<file path="src/cpuag_map.svh">
// Purpose: offsets, field positions, reset values and steps for the
//          cpu register and address generation block
// Assumes: included by bare name
// Notes:   definitions only
`ifndef CPUAG_MAP_SVH
`define CPUAG_MAP_SVH
`define CPUAG_VEC_RESET 16'h0000
`define CPUAG_ABS8_PAGE 8'hFF
`define CPUAG_MEMIND_PAGE 8'h00
`define CPUAG_SP_IDX 3'h7
`define CPUAG_STEP_BYTE 16'h0001
`define CPUAG_STEP_WORD 16'h0002
`define CPUAG_FLG_I 7
`define CPUAG_FLG_U1 6
`define CPUAG_FLG_H 5
`define CPUAG_FLG_U0 4
`define CPUAG_FLG_N 3
`define CPUAG_FLG_Z 2
`define CPUAG_FLG_V 1
`define CPUAG_FLG_C 0
`define CPUAG_FLG_I_RST 1'b1
`endif

</file>
<file path="src/cpuag_pkg.sv">
// Purpose: types of the cpu register and address generation block
// Assumes: used with cpuag_map.svh
// Notes:   enums carry no explicit codes
package cpuag_pkg;
   typedef enum logic [3:0]
   {
      AM_REG, AM_IND, AM_DISP, AM_POSTINC, AM_PREDEC, AM_ABS8, AM_ABS16,
      AM_IMM8, AM_IMM16, AM_STEP, AM_PCREL, AM_MEMIND
   } cpuag_mode_t;
   typedef enum logic [2:0]
   {
      CO_EA, CO_REG_WR, CO_JUMP, CO_CALL, CO_PUSH_FLAGS, CO_POP_FLAGS
   } cpuag_cmd_t;
   typedef enum logic [2:0]
   {
      FOP_ADD, FOP_SUB, FOP_LOGIC, FOP_SHIFT, FOP_BIT, FOP_LDC, FOP_AND_FLAGS_INSTR,
      FOP_ORC_XOR
   } cpuag_fop_t;
   typedef enum logic [2:0]
   {
      ST_VEC, ST_IDLE, ST_CALC, ST_RD_TGT, ST_WR_STK, ST_RD_FLG
   } cpuag_state_t;
endpackage

</file>
<file path="src/cpuag_regfile.sv">
// Purpose: eight word general registers, byte-lane writable
// Assumes: one write port, one registered read port
// Notes:   no reset, contents undefined until written
`timescale 1ns/1ps
`include "cpuag_map.svh"
module cpuag_regfile #(parameter int unsigned NREGS = 8,
   parameter int unsigned WIDTH = 16)
(
   input wire logic clk_in,
   input wire logic [2:0] rd_idx_in,
   output logic [WIDTH-1:0] rd_data_out,
   input wire logic wr_en_in,
   input wire logic [2:0] wr_idx_in,
   input wire logic [1:0] wr_be_in,
   input wire logic [WIDTH-1:0] wr_data_in,
   output logic [WIDTH-1:0] sp_out
);
   if (NREGS != 8 || WIDTH != 16)
   begin : g_chk
      $error("cpuag_regfile serves eight 16-bit registers only");
   end

   // each byte lane keeps its own storage, one writer per lane
   for (genvar b = 0; b < 2; b++)
   begin : g_lane
      logic [7:0] lane_q [NREGS];
      logic [7:0] rd_lane_q;
      always_ff @(posedge clk_in)
      begin
         if (wr_en_in && wr_be_in[b])
         begin
            lane_q[wr_idx_in] <= wr_data_in[b*8 +: 8];
         end
      end
      always_ff @(posedge clk_in)
      begin
         rd_lane_q <= lane_q[rd_idx_in];
      end
      assign rd_data_out[b*8 +: 8] = rd_lane_q;
      assign sp_out[b*8 +: 8] = lane_q[`CPUAG_SP_IDX];
   end
endmodule

</file>
<file path="src/cpuag_core.sv">
// Purpose: programmer state, flag update and operand addressing
// Assumes: decoder, flag source and memory share clk_in
// Notes:   memory handshake holds mem_req_out until mem_ack_in
//
// Contract
// - eight word registers, sixteen byte halves
// - address registers always read full word
// - register seven is the stack pointer
// - word program counter, bit zero forced zero
// - mask bit blocks maskable interrupts, set
// - two user flag bits freely software writable
// - half carry from bit three or eleven
// - negative flag copies result sign bit
// - zero flag set on zero result
// - overflow flag on signed overflow only
// - carry from add, shift, or bit accumulator
// - reset loads vector, sets mask only
// - post-increment uses address then add_step_instr step
// - pre-decrement subtracts step then uses address
// - displacement add_step_instr second word to register
// - short absolute address lies in top page
// - immediates from extension, step of one/two
// - relative target is sign-extended byte plus counter
// - memory indirect reads target from page zero
// - odd word or branch address rounds down
// - bit operands by register, indirect, short absolute
// - register operands byte unless word instruction
// - pushed flags doubled, popped lower byte dropped
`timescale 1ns/1ps
`include "cpuag_map.svh"
module cpuag_core import cpuag_pkg::*;
(
   input wire logic clk_in,
   input wire logic rst_n_in,
   input wire logic cmd_valid_in,
   input wire cpuag_cmd_t cmd_op_in,
   input wire cpuag_mode_t cmd_mode_in,
   input wire logic cmd_word_in,
   input wire logic [3:0] cmd_reg_in,
   input wire logic [15:0] cmd_ext_in,
   output logic cmd_ready_out,
   output logic done_out,
   output logic [15:0] ea_out,
   output logic [15:0] opnd_out,
   input wire logic pc_inc_in,
   output logic [15:0] pc_out,
   output logic [15:0] sp_out,
   input wire logic flg_valid_in,
   input wire cpuag_fop_t flg_op_in,
   input wire logic flg_word_in,
   input wire logic [15:0] flg_a_in,
   input wire logic [15:0] flg_b_in,
   input wire logic flg_cin_in,
   output logic [7:0] flags_out,
   input wire logic irq_in,
   input wire logic nmi_in,
   input wire logic int_entry_in,
   output logic int_take_out,
   output logic mem_req_out,
   output logic mem_we_out,
   output logic [15:0] mem_addr_out,
   output logic [15:0] mem_wdata_out,
   input wire logic [15:0] mem_rdata_in,
   input wire logic mem_ack_in
);
   cpuag_state_t state_q;
   cpuag_cmd_t op_q;
   cpuag_mode_t mode_q;
   logic word_q, done_q, ready_q, take_q, flg_i_q;
   logic [3:0] reg_q;
   logic [15:0] ext_q, tgt_q, pc_q, ea_q, opnd_q;
   logic mem_req_q, mem_we_q;
   logic [15:0] mem_addr_q, mem_wdata_q;
   logic [6:0] flg_rest_q;
   logic [7:0] condition_flags, ccr_d;
   logic [15:0] rf_rd_data, sp, step, ea_d, opnd_d, rf_wdata, rd_tgt;
   logic rf_wr_en;
   logic [2:0] rf_widx;
   logic [1:0] rf_be;

   cpuag_regfile #(.NREGS(8), .WIDTH(16)) u_regs
   (
      .clk_in(clk_in),
      .rd_idx_in(cmd_reg_in[2:0]),
      .rd_data_out(rf_rd_data),
      .wr_en_in(rf_wr_en),
      .wr_idx_in(rf_widx),
      .wr_be_in(rf_be),
      .wr_data_in(rf_wdata),
      .sp_out(sp)
   );

   assign condition_flags = {flg_i_q, flg_rest_q};
   assign step = word_q ? `CPUAG_STEP_WORD : `CPUAG_STEP_BYTE;
   assign rd_tgt = {mem_rdata_in[15:1], 1'b0};

   // operand and address per mode from register, extension, step or counter
   always_comb
   begin
      ea_d = rf_rd_data;
      opnd_d = 16'h0000;
      case (mode_q)
         AM_REG: opnd_d = word_q ? rf_rd_data : (reg_q[3] ?
            {8'h00, rf_rd_data[7:0]} : {8'h00, rf_rd_data[15:8]});
         AM_IND: ea_d = rf_rd_data;
         AM_DISP: ea_d = rf_rd_data + ext_q;
         AM_POSTINC: ea_d = rf_rd_data;
         AM_PREDEC: ea_d = rf_rd_data - step;
         AM_ABS8: ea_d = {`CPUAG_ABS8_PAGE, ext_q[7:0]};
         AM_ABS16: ea_d = ext_q;
         AM_IMM8: opnd_d = {8'h00, ext_q[7:0]};
         AM_IMM16: opnd_d = ext_q;
         AM_STEP: opnd_d = step;
         AM_PCREL: ea_d = pc_q + {{8{ext_q[7]}}, ext_q[7:0]};
         AM_MEMIND: ea_d = {`CPUAG_MEMIND_PAGE, ext_q[7:0]};
         default: ea_d = rf_rd_data;
      endcase
      if (word_q || op_q == CO_JUMP || op_q == CO_CALL)
      begin
         ea_d[0] = 1'b0;
      end
   end

   // register write port, byte lanes
   always_comb
   begin
      rf_wr_en = 1'b0;
      rf_widx = reg_q[2:0];
      rf_be = 2'b11;
      rf_wdata = 16'h0000;
      if (state_q == ST_CALC && op_q == CO_EA &&
         (mode_q == AM_POSTINC || mode_q == AM_PREDEC))
      begin
         rf_wr_en = 1'b1;
         rf_wdata = (mode_q == AM_POSTINC) ? rf_rd_data + step :
            rf_rd_data - step;
      end
      else if (state_q == ST_CALC && op_q == CO_REG_WR)
      begin
         rf_wr_en = 1'b1;
         rf_be = word_q ? 2'b11 : (reg_q[3] ? 2'b01 : 2'b10);
         rf_wdata = word_q ? ext_q : {ext_q[7:0], ext_q[7:0]};
      end
      else if (state_q == ST_WR_STK && mem_ack_in)
      begin
         rf_wr_en = 1'b1;
         rf_widx = `CPUAG_SP_IDX;
         rf_wdata = mem_addr_q;
      end
      else if (state_q == ST_RD_FLG && mem_ack_in)
      begin
         rf_wr_en = 1'b1;
         rf_widx = `CPUAG_SP_IDX;
         rf_wdata = mem_addr_q + `CPUAG_STEP_WORD;
      end
   end

   // command sequencer and memory requests
   always_ff @(posedge clk_in or negedge rst_n_in)
   begin
      if (!rst_n_in)
      begin
         state_q <= ST_VEC;
         mem_req_q <= 1'b1;
         mem_we_q <= 1'b0;
         mem_addr_q <= `CPUAG_VEC_RESET;
         mem_wdata_q <= 16'h0000;
         pc_q <= 16'h0000;
         done_q <= 1'b0;
         ready_q <= 1'b0;
         op_q <= CO_EA;
         mode_q <= AM_REG;
         word_q <= 1'b0;
         reg_q <= 4'h0;
         ext_q <= 16'h0000;
         tgt_q <= 16'h0000;
         ea_q <= 16'h0000;
         opnd_q <= 16'h0000;
      end
      else
      begin
         done_q <= 1'b0;
         case (state_q)
            ST_VEC:
               if (mem_ack_in)
               begin
                  pc_q <= rd_tgt;
                  mem_req_q <= 1'b0;
                  ready_q <= 1'b1;
                  state_q <= ST_IDLE;
               end
            ST_IDLE:
               if (cmd_valid_in)
               begin
                  op_q <= cmd_op_in;
                  mode_q <= cmd_mode_in;
                  word_q <= cmd_word_in;
                  reg_q <= cmd_reg_in;
                  ext_q <= cmd_ext_in;
                  ready_q <= 1'b0;
                  state_q <= ST_CALC;
               end
               else if (pc_inc_in)
               begin
                  pc_q <= {pc_q[15:1] + 15'h0001, 1'b0};
               end
            ST_CALC:
               case (op_q)
                  CO_JUMP, CO_CALL:
                     if (mode_q == AM_MEMIND)
                     begin
                        mem_req_q <= 1'b1;
                        mem_we_q <= 1'b0;
                        mem_addr_q <= ea_d;
                        state_q <= ST_RD_TGT;
                     end
                     else if (op_q == CO_CALL)
                     begin
                        tgt_q <= ea_d;
                        mem_req_q <= 1'b1;
                        mem_we_q <= 1'b1;
                        mem_addr_q <= {sp[15:1], 1'b0} - `CPUAG_STEP_WORD;
                        mem_wdata_q <= pc_q;
                        state_q <= ST_WR_STK;
                     end
                     else
                     begin
                        pc_q <= ea_d;
                        done_q <= 1'b1;
                        ready_q <= 1'b1;
                        state_q <= ST_IDLE;
                     end
                  CO_PUSH_FLAGS:
                  begin
                     mem_req_q <= 1'b1;
                     mem_we_q <= 1'b1;
                     mem_addr_q <= {sp[15:1], 1'b0} - `CPUAG_STEP_WORD;
                     mem_wdata_q <= {condition_flags, condition_flags};
                     state_q <= ST_WR_STK;
                  end
                  CO_POP_FLAGS:
                  begin
                     mem_req_q <= 1'b1;
                     mem_we_q <= 1'b0;
                     mem_addr_q <= {sp[15:1], 1'b0};
                     state_q <= ST_RD_FLG;
                  end
                  default:
                  begin
                     ea_q <= ea_d;
                     opnd_q <= opnd_d;
                     done_q <= 1'b1;
                     ready_q <= 1'b1;
                     state_q <= ST_IDLE;
                  end
               endcase
            ST_RD_TGT:
               if (mem_ack_in)
               begin
                  if (op_q == CO_CALL)
                  begin
                     tgt_q <= rd_tgt;
                     mem_we_q <= 1'b1;
                     mem_addr_q <= {sp[15:1], 1'b0} - `CPUAG_STEP_WORD;
                     mem_wdata_q <= pc_q;
                     state_q <= ST_WR_STK;
                  end
                  else
                  begin
                     pc_q <= rd_tgt;
                     mem_req_q <= 1'b0;
                     done_q <= 1'b1;
                     ready_q <= 1'b1;
                     state_q <= ST_IDLE;
                  end
               end
            ST_WR_STK, ST_RD_FLG:
               if (mem_ack_in)
               begin
                  if (op_q == CO_CALL)
                  begin
                     pc_q <= tgt_q;
                  end
                  mem_req_q <= 1'b0;
                  mem_we_q <= 1'b0;
                  done_q <= 1'b1;
                  ready_q <= 1'b1;
                  state_q <= ST_IDLE;
               end
            default: state_q <= ST_IDLE;
         endcase
      end
   end

   // next flag value from the flag port
   always_comb
   begin
      logic [8:0] s9;
      logic [16:0] s17;
      logic [4:0] h5;
      logic [12:0] h13;
      logic sub, rm, am, bm;
      s9 = 9'h000;
      s17 = 17'h00000;
      h5 = 5'h00;
      h13 = 13'h0000;
      sub = (flg_op_in == FOP_SUB);
      ccr_d = condition_flags;
      if (sub)
      begin
         s9 = {1'b0, flg_a_in[7:0]} - {1'b0, flg_b_in[7:0]} -
            {8'h00, flg_cin_in};
         s17 = {1'b0, flg_a_in} - {1'b0, flg_b_in} - {16'h0000, flg_cin_in};
         h5 = {1'b0, flg_a_in[3:0]} - {1'b0, flg_b_in[3:0]} -
            {4'h0, flg_cin_in};
         h13 = {1'b0, flg_a_in[11:0]} - {1'b0, flg_b_in[11:0]};
      end
      else
      begin
         s9 = {1'b0, flg_a_in[7:0]} + {1'b0, flg_b_in[7:0]} +
            {8'h00, flg_cin_in};
         s17 = {1'b0, flg_a_in} + {1'b0, flg_b_in} + {16'h0000, flg_cin_in};
         h5 = {1'b0, flg_a_in[3:0]} + {1'b0, flg_b_in[3:0]} +
            {4'h0, flg_cin_in};
         h13 = {1'b0, flg_a_in[11:0]} + {1'b0, flg_b_in[11:0]};
      end
      rm = flg_word_in ? s17[15] : s9[7];
      am = flg_word_in ? flg_a_in[15] : flg_a_in[7];
      bm = flg_word_in ? flg_b_in[15] : flg_b_in[7];
      case (flg_op_in)
         FOP_ADD, FOP_SUB:
         begin
            ccr_d[`CPUAG_FLG_H] = flg_word_in ? h13[12] : h5[4];
            ccr_d[`CPUAG_FLG_N] = rm;
            ccr_d[`CPUAG_FLG_Z] = flg_word_in ? (s17[15:0] == 16'h0000) :
               (s9[7:0] == 8'h00);
            ccr_d[`CPUAG_FLG_V] = (sub ? (am != bm) : (am == bm)) &&
               (rm != am);
            ccr_d[`CPUAG_FLG_C] = flg_word_in ? s17[16] : s9[8];
         end
         FOP_LOGIC, FOP_SHIFT:
         begin
            ccr_d[`CPUAG_FLG_N] = am;
            ccr_d[`CPUAG_FLG_Z] = flg_word_in ? (flg_a_in == 16'h0000) :
               (flg_a_in[7:0] == 8'h00);
            ccr_d[`CPUAG_FLG_V] = 1'b0;
            if (flg_op_in == FOP_SHIFT)
            begin
               ccr_d[`CPUAG_FLG_C] = flg_cin_in;
            end
         end
         FOP_BIT: ccr_d[`CPUAG_FLG_C] = flg_cin_in;
         FOP_LDC: ccr_d = flg_a_in[7:0];
         FOP_AND_FLAGS_INSTR: ccr_d = condition_flags & flg_a_in[7:0];
         default: ccr_d = flg_b_in[0] ? (condition_flags ^ flg_a_in[7:0]) :
            (condition_flags | flg_a_in[7:0]);
      endcase
   end

   // lower seven flags carry no reset
   always_ff @(posedge clk_in)
   begin
      if (state_q == ST_RD_FLG && mem_ack_in)
      begin
         flg_rest_q <= mem_rdata_in[14:8];
      end
      else if (flg_valid_in)
      begin
         flg_rest_q <= ccr_d[6:0];
      end
   end

   // mask bit: reset wins over all, entry wins over pop and flag port
   always_ff @(posedge clk_in or negedge rst_n_in)
   begin
      if (!rst_n_in)
      begin
         flg_i_q <= `CPUAG_FLG_I_RST;
         take_q <= 1'b0;
      end
      else
      begin
         if (int_entry_in)
         begin
            flg_i_q <= 1'b1;
         end
         else if (state_q == ST_RD_FLG && mem_ack_in)
         begin
            flg_i_q <= mem_rdata_in[15];
         end
         else if (flg_valid_in)
         begin
            flg_i_q <= ccr_d[`CPUAG_FLG_I];
         end
         take_q <= nmi_in || (irq_in && !flg_i_q);
      end
   end

   assign cmd_ready_out = ready_q;
   assign done_out = done_q;
   assign ea_out = ea_q;
   assign opnd_out = opnd_q;
   assign pc_out = pc_q;
   assign sp_out = sp;
   assign flags_out = condition_flags;
   assign int_take_out = take_q;
   assign mem_req_out = mem_req_q;
   assign mem_we_out = mem_we_q;
   assign mem_addr_out = mem_addr_q;
   assign mem_wdata_out = mem_wdata_q;
endmodule

</file>
<file path="config.mk">
export PLATFORM = sky130hd
export DESIGN_NAME = cpuag_core
export DESIGN_NICKNAME = d
export VERILOG_FILES = /design/src/cpuag_pkg.sv /design/src/cpuag_regfile.sv /design/src/cpuag_core.sv
export VERILOG_INCLUDE_DIRS = /design/src
export SDC_FILE = /design/constraint.sdc
export NUM_CORES = 1
export LEC_CHECK = 0
export ABC_AREA = 1
export BUFFER_PORTS_ARGS = -buffer_cell sky130_fd_sc_hd__clkbuf_2
export CORE_ASPECT_RATIO = 0.7
export CORE_UTILIZATION = 55
export CTS_CLUSTER_SIZE = 28
export DETAILED_ROUTE_END_ITERATION = 12
export GPL_TIMING_DRIVEN = 0
export PLACE_DENSITY = 0.72
export RECOVER_POWER = 25
export SLEW_MARGIN = 20
export SYNTH_ARGS = -nofsm -noshare
export SYNTH_HDL_FRONTEND = slang
export SYNTH_HIERARCHICAL = 1
export SYNTH_SLANG_ARGS = --single-unit
export TNS_END_PERCENT = 10
</file>
<file path="constraint.sdc">
create_clock -name clk_in -period 6.9 [get_ports clk_in]
set_input_delay 1.035 -clock clk_in [delete_from_list [all_inputs] [get_ports clk_in]]
set_output_delay 1.035 -clock clk_in [all_outputs]
set_load 0.05 [all_outputs]
</file>
==> out/metrics.cfg <==
[worst_setup_path]
crit_arrival_ns=4.35
cp_num_cells=16
path_max_fanout=11
cp-startpoint=word_q
crit_type=flop to flop
slowest_stage=o21ai_1
r2r-start=word_q
cp_slowest_stage_delay_ns=0.61
cp-start-kind=flop
rrSetupSlack_ns=2.78
crit_buf_inv=4
cp_cell_sequence=clkbuf_1 -> inv_1 -> ha_1 -> inv_1 -> fa_1 -> inv_1 -> nand2_1 -> nor3_2 -> nand4_1 -> nor3_2 -> nand2_1 -> xor2_1 -> nand2_1 -> nand2_1 -> a22oi_1 -> o21ai_1
reg2reg_to=u_regs/g_lane[1].lane_q[6][4]
required_ns=7.13
endpoint=u_regs/g_lane[1].lane_q[6][4]
crit_top_cell=nand2_1
critPathCaptureType=flop
rr_worst_depth=16
crit_family=simple AND/OR/NAND/NOR gates

[sta]
worst_pin_slew_ns=3.100
relSlewSlack_pct=-106.7
fin_crit_ns=4.117
max_freq_mhz=242.9
final-max-slew-violation-count=53
setup_violations=0
hold_viol_final=0
setup_tns_ns=0
finalCritPeriodShare_pct=59.66
worst_clock_skew_ns=0.02749
rsz0062_at_grt=no

[drt]
first_iter_violations=2941
drc=0
first_pass_iters=6
ant_nets=0
wl_per_cell_um=20.64
drt-total-wl_mm=76.93
drt-vias-per-instance=5.890
vias=21959

[pwr]
switchingPower_uw=5298
power_leakage_uw=0.01197
p_comb_share_pct=56.3
power.internal_uw=4532
ir_drop_mv=0.3210
p_sw_share_pct=53.90
powerDensity_mw_per_mm2=416.5
seqPwrFrac_pct=27.5
clock_power_share_pct=16.1

[place]
numPortBuffers=196
place_hpwl_mm=60.87
place_congestion=1.013

[clock_tree]
numCtsBuffers=29
cts_setup_buffers=0
clock_latency_ns=0.60
cts_resized=0
clk_pin_slew_ns=0.06
cts_sinks=284
cts_tree=done
hold_buffers=0
clock-root-buffer=clkbuf_16
clock_path_buffers=3
cts.htree.levels=1

[global_routing]
antenna_found_initial=1
gr-total-overflow=0
grt_max_degree=82
globalRouteTotalUtil_pct=38.95
grt_pass1_wl_mm=117.4
grt_pass1_vias=20349

[run_status]
status=finished with violations
violations=capacitance limit, slew limit

[final_layout]
finish.utilization_pct=63.07
synthToLayoutAreaGrowth_pct=12.08
nets=3428
diodes=0
drive_gt1_share_pct=10.74

[logic_synthesis]
synthArstFlopShare_pct=46.83
syn_inst=2988
synth-edff-count=135
ys_types=58
synth_warnings=6
yosys_most_used_dff=edfxtp_1
syn_nets=3199
yosys_register_bits=284
syn_area_mm2=0.02106
seq_area_frac_synth_pct=36.59
syn_area_per_cell_um2=7.048

[worst_hold_path]
whs_path_depth=2
hp-class=flop to flop

[job]
maxCapViolations=1

[die]
ios=199
die_h_um=165.7
die_w_um=235.9
rows=59
coreArea_mm2=0.03743
dieArea_mm2=0.03909
start_util_pct=56.27

-- layout make-up --
type,count,area [um^2]
timing repair buffer,198,1013
clock buffer,39,783.3
tap,488,610.6
inverter,500,1877
clock inverter,15,142.6
fill,3481,13820
sequential,284,7705
multi-input combinational,2116,11010
buffer,88,461.7
-- metal layers --
| layer | up-vias | GRT usage [%] | share of wire (%) |
|---|---|---|---|
| li1 | 10151 | - | - |
| met1 | 10288 | 57.30 | 43 |
| met2 | 1359 | 56.51 | 41 |
| met3 | 161 | 9.767 | 12 |
| met4 | 0 | 10.80 | 2.8 |
| met5 | - | 0 | 0 |
-- through the flow --
step           instances  cell area [um^2]  hold slack, ns  total power [uW]  setup slack, ns
6_report            3728             23600          0.4718              9830            2.783
5_1_grt             3728             23600          0.4867             10380            2.576
4_1_cts             3727             23620          0.4208              9631            2.923
3_5_place_dp        3673             22700          0.4527              8037            2.325
3_3_place_gp        3672             22650          0.4479              7946            2.407
2_1_floorplan       2988             21060          0.4345              6255            3.400
-- cell usage in the layout, fill, tap and decap left out, drive strengths merged, types with 44 or more instances in the layout --
cell type,count
a21oi,146
buf,44
clkbuf,281
dfrtp,131
edfxtp,135
ha,113
inv,502
nand2,868
nand3,233
nor2,216
o21ai,250
xor2,48
-- synthesized netlist by cell type (9+ instances only) --
master,count,area share (%)
a21oi_1,146,3.5
buf_2,22,0.52
buf_4,9,0.32
buf_6,10,0.53
clkbuf_1,42,0.75
dfrtp_1,131,16
dfxtp_1,16,1.5
edfxtp_1,135,19
ha_1,113,6.7
inv_1,474,8.4
inv_2,26,0.46
nand2_1,862,15
nand3_1,232,5.5
nand4_1,24,0.71
nor2_1,196,3.5
nor2_2,14,0.42
nor3_1,35,0.83
o211ai_1,23,0.82
o21ai_0,223,5.3
o21ai_1,27,0.64
o21bai_1,14,0.50
o221ai_1,9,0.37
o22ai_1,23,0.68
or2_2,12,0.36
xnor2_1,15,0.62
xor2_1,48,2.0
-- worst min-delay path by stage --
stage / start / endpoint / slack (ns)
4_1_cts: rst_n_in / int_take_out / 0.42
3_5_place_dp: tgt_q[0] / tgt_q[0] / 0.45
5_1_grt: reg_q[0] / reg_q[0] / 0.49
6_report: tgt_q[0] / tgt_q[0] / 0.47
3_3_place_gp: reg_q[2] / reg_q[2] / 0.45
2_1_floorplan: reg_q[0] / reg_q[0] / 0.43
-- sequential cells by signal (all words and copies together), names as in the netlist --
register / cells
state_q: 3
opnd_out: 16
mem_we_out: 1
pc_out: 16
reg_q: 4
mem_wdata_out: 16
flg_rest_q: 7
ea_out: 16
word_q: 1
cmd_ready_out: 1
mem_req_out: 1
u_regs/g_lane.lane_q: 128
op_q: 3
u_regs/g_lane.rd_lane_q: 16
done_out: 1
ext_q: 16
flg_i_q: 1
mem_addr_out: 16
tgt_q: 16
mode_q: 4
int_take_out: 1
-- cells by family after synthesis --
kind of cell             synth area share [%]
flip-flops                              36.59
buffers and inverters                   11.13
XOR/XNOR                                2.620
AND/OR/NAND/NOR                         28.43
adder cells (fa/ha/maj)                 7.474
AO/OA/AOI/OAI                           13.76
-- power by group through the flow --
stage / logic, uW / clock network, uW / registers [uW]
global route: 5980 / 1670 / 2730
detailed placement: 5340 / 0 / 2700
CTS: 5360 / 1600 / 2670
finish: 5540 / 1590 / 2710
floorplan: 3040 / 0 / 3220
global placement: 5260 / 0 / 2680
-- tightest hold or removal path: stages, from the launching register on --
cell	delay [ns]
dfrtp_1	0.34
nand2_1	0.06
inv_1	0.04
(Power assumes the default switching activity.)
